<file path="config.mk">
export PLATFORM = sky130hd
export DESIGN_NAME = scr_regs
export DESIGN_NICKNAME = d
export VERILOG_FILES = /design/src/scr_pkg.sv /design/src/scr_regs.sv
export SDC_FILE = /design/constraint.sdc
export NUM_CORES = 1
export LEC_CHECK = 0
export BUFFER_PORTS_ARGS = -buffer_cell sky130_fd_sc_hd__clkbuf_2
export CAP_MARGIN = 20
export CORE_ASPECT_RATIO = 0.8
export CORE_MARGIN = 2
export CORE_UTILIZATION = 45
export CTS_CLUSTER_DIAMETER = 80
export DETAILED_ROUTE_END_ITERATION = 8
export GPL_TIMING_DRIVEN = 0
export HOLD_SLACK_MARGIN = 0.1
export MAX_ROUTING_LAYER = met4
export PLACE_DENSITY = 0.68
export SKIP_CTS_REPAIR_TIMING = 1
export SYNTH_ARGS = -nofsm -noshare
export SYNTH_HDL_FRONTEND = slang
export SYNTH_SLANG_ARGS = --single-unit
</file>
<file path="constraint.sdc">
create_clock -name clk_i -period 9.97 [get_ports clk_i]
set_input_delay 0.997 -clock clk_i [delete_from_list [all_inputs] [get_ports clk_i]]
set_output_delay 0.997 -clock clk_i [all_outputs]
set_load 0.01 [all_outputs]
</file>
<file path="src/scr_pkg.sv">
// Constants, field layouts and carrier types for the synthesizer control word bank.
// Assumes a host shifting 32-bit words MSB first, control code in the low nibble.
// Summary of operation
// - Power-down bit set enters power-down; clear resumes; registers keep contents.
// - Power-down loads counters, three-states pump, resets lock detect, disables outputs.
// - Pump three-state bit set three-states the charge pump output.
// - Counter reset bit holds reference, feedback dividers and band select in reset.
// - Control code routes word: 0110 output, 0111 lock detect, 1001 band division.
// - Gated bleed keeps bleed current off until lock detect is high; negative bleed is not gated.
// - Negative bleed bit turns constant negative bleed on; host uses it fractional only.
// - Feedback select picks oscillator directly or the output divider chain.
// - Divider select applies at once, or on register zero write when double buffered.
// - Eight-bit bleed level field; host disables bleed above 100 MHz.
// - Mute-until-lock cuts output stage supply until lock detect reports lock.
// - Auxiliary and primary outputs follow their own enable bits.
// - Two-bit fields select auxiliary and primary output power levels.
// - Load sync realigns load strobe to next reference rising edge before loading.
// - Lock count field sets consecutive in-window cycles needed before lock.
// - Loss-of-lock mode also detects reference removal.
// - Precision field selects lock window 5.0, 6.0, 8.0 or 12.0 ns.
// - Window mode bit set fixes the lock window at 2.9 ns.
// - Band division bits 13:9 all ones; bits 31:24 set band clock divider.
package scr_pkg;

   localparam int          WORD_W        = 32;
   localparam logic [3:0]  SEL_R0        = 4'h0;
   localparam logic [3:0]  SEL_R4        = 4'h4;
   localparam logic [3:0]  SEL_R5        = 4'h5;
   localparam logic [3:0]  SEL_R6        = 4'h6;
   localparam logic [3:0]  SEL_R7        = 4'h7;
   localparam logic [3:0]  SEL_R8        = 4'h8;
   localparam logic [3:0]  SEL_R9        = 4'h9;

   // Power and pump control word
   localparam int          P4_DBUF       = 14;
   localparam int          P4_PD         = 6;
   localparam int          P4_TRI        = 5;
   localparam int          P4_CRST       = 4;
   // Output and feedback control word
   localparam int          P6_GATED      = 30;
   localparam int          P6_NEG        = 29;
   localparam int          P6_FB         = 24;
   localparam int          P6_DIV_HI     = 23;
   localparam int          P6_DIV_LO     = 21;
   localparam int          P6_BL_HI      = 20;
   localparam int          P6_BL_LO      = 13;
   localparam int          P6_MUTE       = 11;
   localparam int          P6_AUX_EN     = 9;
   localparam int          P6_AUX_PW_HI  = 8;
   localparam int          P6_AUX_PW_LO  = 7;
   localparam int          P6_PRI_EN     = 6;
   localparam int          P6_PRI_PW_HI  = 5;
   localparam int          P6_PRI_PW_LO  = 4;
   // Lock detect word
   localparam int          P7_SYNC       = 25;
   localparam int          P7_CNT_HI     = 9;
   localparam int          P7_CNT_LO     = 8;
   localparam int          P7_LOL        = 7;
   localparam int          P7_PREC_HI    = 6;
   localparam int          P7_PREC_LO    = 5;
   localparam int          P7_MODE       = 4;
   // Band division word
   localparam int          P9_BD_HI      = 31;
   localparam int          P9_BD_LO      = 24;

   localparam logic [31:0] FIXED_FIVE    = 32'h00800005;
   localparam logic [31:0] FIXED_EIGHT   = 32'h1A69A6B8;
   localparam logic [31:0] RST_WORD      = 32'h00000000;

   // Lock windows in picoseconds, as an encoded output
   localparam logic [15:0] WIN_PS_0      = 16'h1388;
   localparam logic [15:0] WIN_PS_1      = 16'h1770;
   localparam logic [15:0] WIN_PS_2      = 16'h1F40;
   localparam logic [15:0] WIN_PS_3      = 16'h2EE0;
   localparam logic [15:0] WIN_PS_INT    = 16'h0B54;

   typedef struct packed {
      logic       prescale_load;
      logic       pump_tristate;
      logic       ref_div_reset;
      logic       fb_div_reset;
      logic       band_sel_reset;
      logic       lock_det_reset;
      logic       fb_from_vco;
      logic [2:0] out_div;
      logic       bleed_on;
      logic       neg_bleed_on;
      logic [7:0] bleed_level;
      logic       pri_stage_on;
      logic       aux_stage_on;
      logic [1:0] pri_power;
      logic [1:0] aux_power;
   } scr_analog_s;

   typedef struct packed {
      logic [1:0]  lock_count;
      logic        loss_of_lock;
      logic [15:0] window_ps;
      logic        load_sync;
      logic [7:0]  band_div;
   } scr_lock_s;

endpackage

</file>
<file path="src/scr_regs.sv">
// Serial word receiver and control bank for power, output, lock detect and band words.
// Assumes host drives serial clock enable, data and load strobe synchronous to clk_i.
`timescale 1ns/1ps
module scr_regs (
   input  wire logic               clk_i,          // System clock, 25 MHz
   input  wire logic               rst_i,          // Async reset, active high
   input  wire logic               sclk_rise_i,    // Serial clock rising edge strobe
   input  wire logic               sdata_i,        // Serial data bit
   input  wire logic               load_strobe_i,  // Load strobe level
   input  wire logic               ref_rise_i,     // Reference input rising edge strobe
   input  wire logic               lock_det_i,     // Digital lock detect from detector
   output logic                    power_down_o,   // Software power-down active
   output logic                    load_pulse_o,   // Divider load pulse
   output logic                    fixed_err_o,    // Last reserved word was not its fixed value
   output scr_pkg::scr_analog_s    analog_o,       // Analog control bundle
   output scr_pkg::scr_lock_s      lock_o          // Lock detector settings bundle
);
   import scr_pkg::*;

   ////////////////////////////////////////////////////////////////////////////
   logic [31:0] shift_reg;
   logic [31:0] r4_reg;
   logic [31:0] r6_reg;
   logic [31:0] r7_reg;
   logic [31:0] r9_reg;
   logic [2:0]  div_act_reg;
   logic        strobe_d_reg;
   logic        sync_pend_reg;
   logic        fixed_err_reg;
   logic        load_pulse_reg;
   logic        power_down_reg;
   scr_analog_s analog_reg;
   scr_lock_s   lock_reg;

   wire         strobe_rise = load_strobe_i & ~strobe_d_reg;
   wire [3:0]   sel_code    = shift_reg[3:0];
   wire         wr_r0  = strobe_rise & (sel_code == SEL_R0);
   wire         wr_r4  = strobe_rise & (sel_code == SEL_R4);
   wire         wr_r6  = strobe_rise & (sel_code == SEL_R6);
   wire         wr_r7  = strobe_rise & (sel_code == SEL_R7);
   wire         wr_r9  = strobe_rise & (sel_code == SEL_R9);
   wire         wr_r5  = strobe_rise & (sel_code == SEL_R5);
   wire         wr_r8  = strobe_rise & (sel_code == SEL_R8);
   // fixed word check, flags host misuse only
   wire         bad_fix = (wr_r5 & (shift_reg != FIXED_FIVE))
                        | (wr_r8 & (shift_reg != FIXED_EIGHT));

   wire [2:0]   new_div  = shift_reg[P6_DIV_HI:P6_DIV_LO];
   wire         dbuf_on  = r4_reg[P4_DBUF];
   wire [2:0]   div_next = (wr_r6 & ~dbuf_on) ? new_div
                         : wr_r0 ? r6_reg[P6_DIV_HI:P6_DIV_LO]
                         : div_act_reg;

   wire         pd   = r4_reg[P4_PD];
   wire         crst = r4_reg[P4_CRST];
   wire         lock_ok = lock_det_i & ~pd;

   // load strobe realigned to reference edge
   wire         sync_on   = r7_reg[P7_SYNC];
   wire         load_now  = sync_on ? (sync_pend_reg & ref_rise_i) : wr_r0;
   // A reference edge in the arming cycle itself must not eat the pending load
   wire         pend_next = sync_on & (wr_r0 | (sync_pend_reg & ~ref_rise_i));

   wire [15:0]  prec_win = (r7_reg[P7_PREC_HI:P7_PREC_LO] == 2'h0) ? WIN_PS_0
                         : (r7_reg[P7_PREC_HI:P7_PREC_LO] == 2'h1) ? WIN_PS_1
                         : (r7_reg[P7_PREC_HI:P7_PREC_LO] == 2'h2) ? WIN_PS_2
                         : WIN_PS_3;

   scr_analog_s analog_next;
   scr_lock_s   lock_next;
   always_comb begin
      // power-down forces loads, tristate, lock reset, stages off
      analog_next.prescale_load  = pd;
      analog_next.pump_tristate  = pd | r4_reg[P4_TRI];
      analog_next.ref_div_reset  = crst;
      analog_next.fb_div_reset   = crst;
      analog_next.band_sel_reset = crst;
      analog_next.lock_det_reset = pd;
      analog_next.fb_from_vco    = r6_reg[P6_FB];
      analog_next.out_div        = div_act_reg;
      analog_next.bleed_on       = ~r6_reg[P6_GATED] | lock_ok;
      analog_next.neg_bleed_on   = r6_reg[P6_NEG];
      analog_next.bleed_level    = r6_reg[P6_BL_HI:P6_BL_LO];
      analog_next.pri_stage_on   = ~pd & r6_reg[P6_PRI_EN] & (~r6_reg[P6_MUTE] | lock_ok);
      analog_next.aux_stage_on   = ~pd & r6_reg[P6_AUX_EN] & (~r6_reg[P6_MUTE] | lock_ok);
      analog_next.pri_power      = r6_reg[P6_PRI_PW_HI:P6_PRI_PW_LO];
      analog_next.aux_power      = r6_reg[P6_AUX_PW_HI:P6_AUX_PW_LO];
      lock_next.lock_count       = r7_reg[P7_CNT_HI:P7_CNT_LO];
      lock_next.loss_of_lock     = r7_reg[P7_LOL];
      lock_next.window_ps        = r7_reg[P7_MODE] ? WIN_PS_INT : prec_win;
      lock_next.load_sync        = sync_on;
      lock_next.band_div         = r9_reg[P9_BD_HI:P9_BD_LO];
   end

   ////////////////////////////////////////////////////////////////////////////
   // MSB first shift; keeps shifting in power-down too
   always_ff @(posedge clk_i or posedge rst_i) begin
      if (rst_i) begin
         shift_reg <= RST_WORD;
      end else if (sclk_rise_i) begin
         shift_reg <= {shift_reg[30:0], sdata_i};
      end
   end

   always_ff @(posedge clk_i or posedge rst_i) begin
      if (rst_i) begin
         r4_reg <= RST_WORD;
         r6_reg <= RST_WORD;
         r7_reg <= RST_WORD;
         r9_reg <= RST_WORD;
      end else begin
         if (wr_r4) r4_reg <= shift_reg;
         if (wr_r6) r6_reg <= shift_reg;
         if (wr_r7) r7_reg <= shift_reg;
         if (wr_r9) r9_reg <= shift_reg;
      end
   end

   always_ff @(posedge clk_i or posedge rst_i) begin
      if (rst_i) begin
         div_act_reg    <= 3'h0;
         strobe_d_reg   <= 1'b0;
         sync_pend_reg  <= 1'b0;
         fixed_err_reg  <= 1'b0;
         load_pulse_reg <= 1'b0;
         power_down_reg <= 1'b0;
         analog_reg     <= '0;
         lock_reg       <= '0;
      end else begin
         div_act_reg    <= div_next;
         strobe_d_reg   <= load_strobe_i;
         sync_pend_reg  <= pend_next;
         if (wr_r5 | wr_r8) fixed_err_reg <= bad_fix;
         load_pulse_reg <= load_now & ~pd;
         power_down_reg <= pd;
         analog_reg     <= analog_next;
         lock_reg       <= lock_next;
      end
   end

   assign power_down_o = power_down_reg;
   assign load_pulse_o = load_pulse_reg;
   assign fixed_err_o  = fixed_err_reg;
   assign analog_o     = analog_reg;
   assign lock_o       = lock_reg;

endmodule // scr_regs

</file>
==> summary by stage <==
CTS
In this run the number of H-tree levels came out at 4. The clock reaches the later pin of the worst-skew pair after 0.41 ns. In this run, CTS created clock tree buffers numbering 17. In this run the clock root is driven by a clkbuf_16. The number of sinks driven by the clock tree is 126.

The clock tree from TritonCTS is yes. The post-CTS clock slew at the launch and capture registers of the worst setup and hold paths is about 0.050 ns. In this run the deepest clock path goes through 2 buffers.

STA
The max-slew violation count came to 0. The number of setup violations in the final report is 0. The clock arrives with 0.004766 ns of skew. Of the available clock period, the critical path in the final layout requires 0.2059. The worst path in the final design needs a cycle of 2.053 ns, including I/O delays and setup.

The minimum hold slack is 0.3680 ns. Setup repair after global routing left no endpoint under its margin. The hold violation total from the final report is 0. The maximum clock rate is 0.4871 GHz. In the final timing run, aggregate negative setup slack is 0 ns.

Setup path
The longest individual stage delay on the worst path is ~0.39 ns. The endpoint type of the worst setup path is an output port. The count of buffering cells on the critical path with inverters included is 2. Traced cell by cell, the critical path runs through buf_4 -> clkbuf_2. The critical setup path kind is flop to output port. In this run the number of cells on the critical path is 2. The top cell family by delay on the critical path is flip-flops. The highest net fanout along the worst path is 3.

The critical path startpoint category is a flop. The highest-delay cell along the critical path is dfrtp_1. The worst register-to-register path has a depth of 3. The data required time of the worst path is 8.97 ns.

The critical path data arrival time is 1.06 ns.

Layout
Of the cells placed in the final design, the portion with a size suffix greater than 1 is 0.4593. The final layout contains roughly 380 nets. The library cell used most frequently in the layout, excluding fill and tap cells, is dfrtp_1. The flip-flop count of the largest register after layout is 32. Measured on the finished design, the core utilization comes to 0.5663. The antenna cell count is 0. In the layout the commonest cells are 126 x dfrtp_1, 58 x clkbuf_2, 50 x mux2_2. The signed area change from the synthesized netlist to the final layout is 24.08%.

GRT
The number of global-route vias before repair is 2460. The global-route wire length before repair is around 13000 um. In the global route stage, overall resource usage came out at 0.1567. After global routing the overflow that remains totals 0. The largest net degree at the start of global routing is 80. The initial antenna violation count came to 0.

Drt
The detailed router's first-iteration violation count is between 150 and 200. In this run the remaining antenna-violating nets after routing total 0. In the final routed layout, each cell accounts on average for 14.29 um. The first detailed-routing pass ran for 4 iterations.

The via density per instance is 4.741. The final route contains 2470 vias. Summed over all layers, the routed wires come to 7443 um. In the routed design, unresolved DRC markers number 0.

Floorplan
64 I/O pins were placed. The site row count is 33. The floorplan step set the die height to ~95 um. The horizontal die dimension is 117.5 um. The core region is ~10000 um^2. For this configuration, the core starts out at a cell density of 0.4564. The die area is 11130 um^2.

Place
The weighted congestion at the end of routability-driven global placement is roughly 0.75. Buffers placed on the I/O ports in this run total slightly below 60. The half-perimeter wire length after placement is 4814 um.

Power
The internal power of the cells totals roughly 1.3 mW. The power dissipated by switching net loads is 0.4518 mW. The proportion of power drawn by combinational gates is 0.178. The switching power as a share of total power is 0.2622. Of the total power, the clock network draws 0.367. For this design the static power due to leakage is a little under 3 nW. The completed layout was analyzed and its total power is 1.723 mW. The power density of the placed cells is 299.5 nW/um^2. Across the VDD grid, the largest voltage drop is 0.0001419 V. The sequential power share is 0.456.

Logic synthesis
The number of warnings reported in the yosys synthesis log is 0. The number of unique standard cell types used by synthesis is 39. After synthesis, the share of flip-flops with an asynchronous set or reset is 1.000. The total standard cell area after synthesis is 4636 um^2. The share of the Yosys chip area taken by registers is 0.6802. Among all flip-flop cells after synthesis, the most frequent one is dfrtp_1. The most area-hungry cell type in the Yosys netlist is dfrtp_1. In this run the mean area of a mapped cell was 16.10 um^2. By area the synthesized netlist is led by dfrtp_1 68%, mux2_2 12%, mux2_4 6.5%, ha_1 1.6%, buf_4 1.3%.

The number of flops mapped to enable cells by yosys is 0. The synthesized design contains 126 register bits. Of the post-synthesis cell area, the dominant cell type holds 0.6802.

The gate count of the mapped netlist is 288.

Flow run
The reported max-cap violation count is 0.

Worst hold path
The instance count along the most critical hold path is 0. The type of the tightest min-delay check is flop to flop.

Status
The flow ran to the end, and the final reports show no timing, DRC or antenna violations.
==> cells in the mapped netlist (2+ instances only) <==
master	number
or2_2	2
clkbuf_1	3
buf_2	3
inv_1	6
mux2_2	50
nor3_1	2
a21oi_1	2
conb_1	2
o21ai_0	3
dfrtp_1	126
nand4_1	4
nor2_1	6
nor4_1	5
and2_1	2
nor2b_1	2
ha_1	6
mux2i_1	2
nand2_1	10
mux2_1	2
nand2b_1	3
buf_6	2
mux2_4	20
or4_1	2
buf_4	8
==> power groups by stage <==
| stage | sequential (mW) | clock (mW) | combinational [mW] |
|---|---|---|---|
| floorplan | 0.784 | 0 | 0.189 |
| CTS | 0.789 | 0.643 | 0.310 |
| global placement | 0.788 | 0 | 0.300 |
| detailed placement | 0.793 | 0 | 0.307 |
| finish | 0.785 | 0.632 | 0.306 |
| global route | 0.811 | 0.668 | 0.335 |
==> metrics by stage <==
step | setup slack [ns] | area (um^2) | std cells
floorplan | 5.617 | 4647 | 291
CTS | 7.898 | 5752 | 521
finish | 7.917 | 5752 | 521
global route | 7.877 | 5752 | 521
detailed placement | 7.815 | 5145 | 490
global placement | 4.444 | 5112 | 489
==> area by class of cell <==
cell class | count | area [um^2]
multi-input combinational | 143 | 1363
clock inverter | 7 | 135.1
fill | 851 | 4405
buffer | 16 | 108.9
inverter | 6 | 27.53
sequential | 126 | 3153
clock buffer | 24 | 471.7
tap | 140 | 175.2
timing repair buffer | 59 | 317.8
==> per-layer routing <==
metal  routed length, um  part of all wire  GRT usage
met5                   0                 0          -
met4                 137             0.018    0.07530
met3                 376             0.051    0.06220
met2                3351              0.45     0.2144
met1                3578              0.48     0.2045
==> path summary, 6_finish.rpt <==
check | to | start | slack, ns
worst max-delay path | analog_o[22] | analog_o[21]$_DFF_PP0_ | 7.92
worst min-delay path | lock_o[6]$_DFF_PP0_ | r9_reg[30]$_DFFE_PP0P_ | 0.37
worst max register to register | fixed_err_o$_DFFE_PP0P_ | shift_reg[6]$_DFFE_PP0P_ | 8.47
worst min register to register | lock_o[6]$_DFF_PP0_ | r9_reg[30]$_DFFE_PP0P_ | 0.37
max in group asynchronous | div_act_reg[0]$_DFFE_PP0P_ | rst_i | 8.68
min in group asynchronous | lock_o[18]$_DFF_PP0_ | rst_i | 0.59
==> logic make-up after synthesis <==
group / after synthesis / synth area share
AOI/OAI and AO/OA: 10 / 0.01350
adders and majority gates: 6 / 0.01619
buffers and inverters: 22 / 0.02834
muxes: 74 / 0.1954
other: 2 / 0.001620
and+or+nand+nor: 48 / 0.06478
DFF: 126 / 0.6802
No activity file was read; power rests on OpenSTA's default activity.
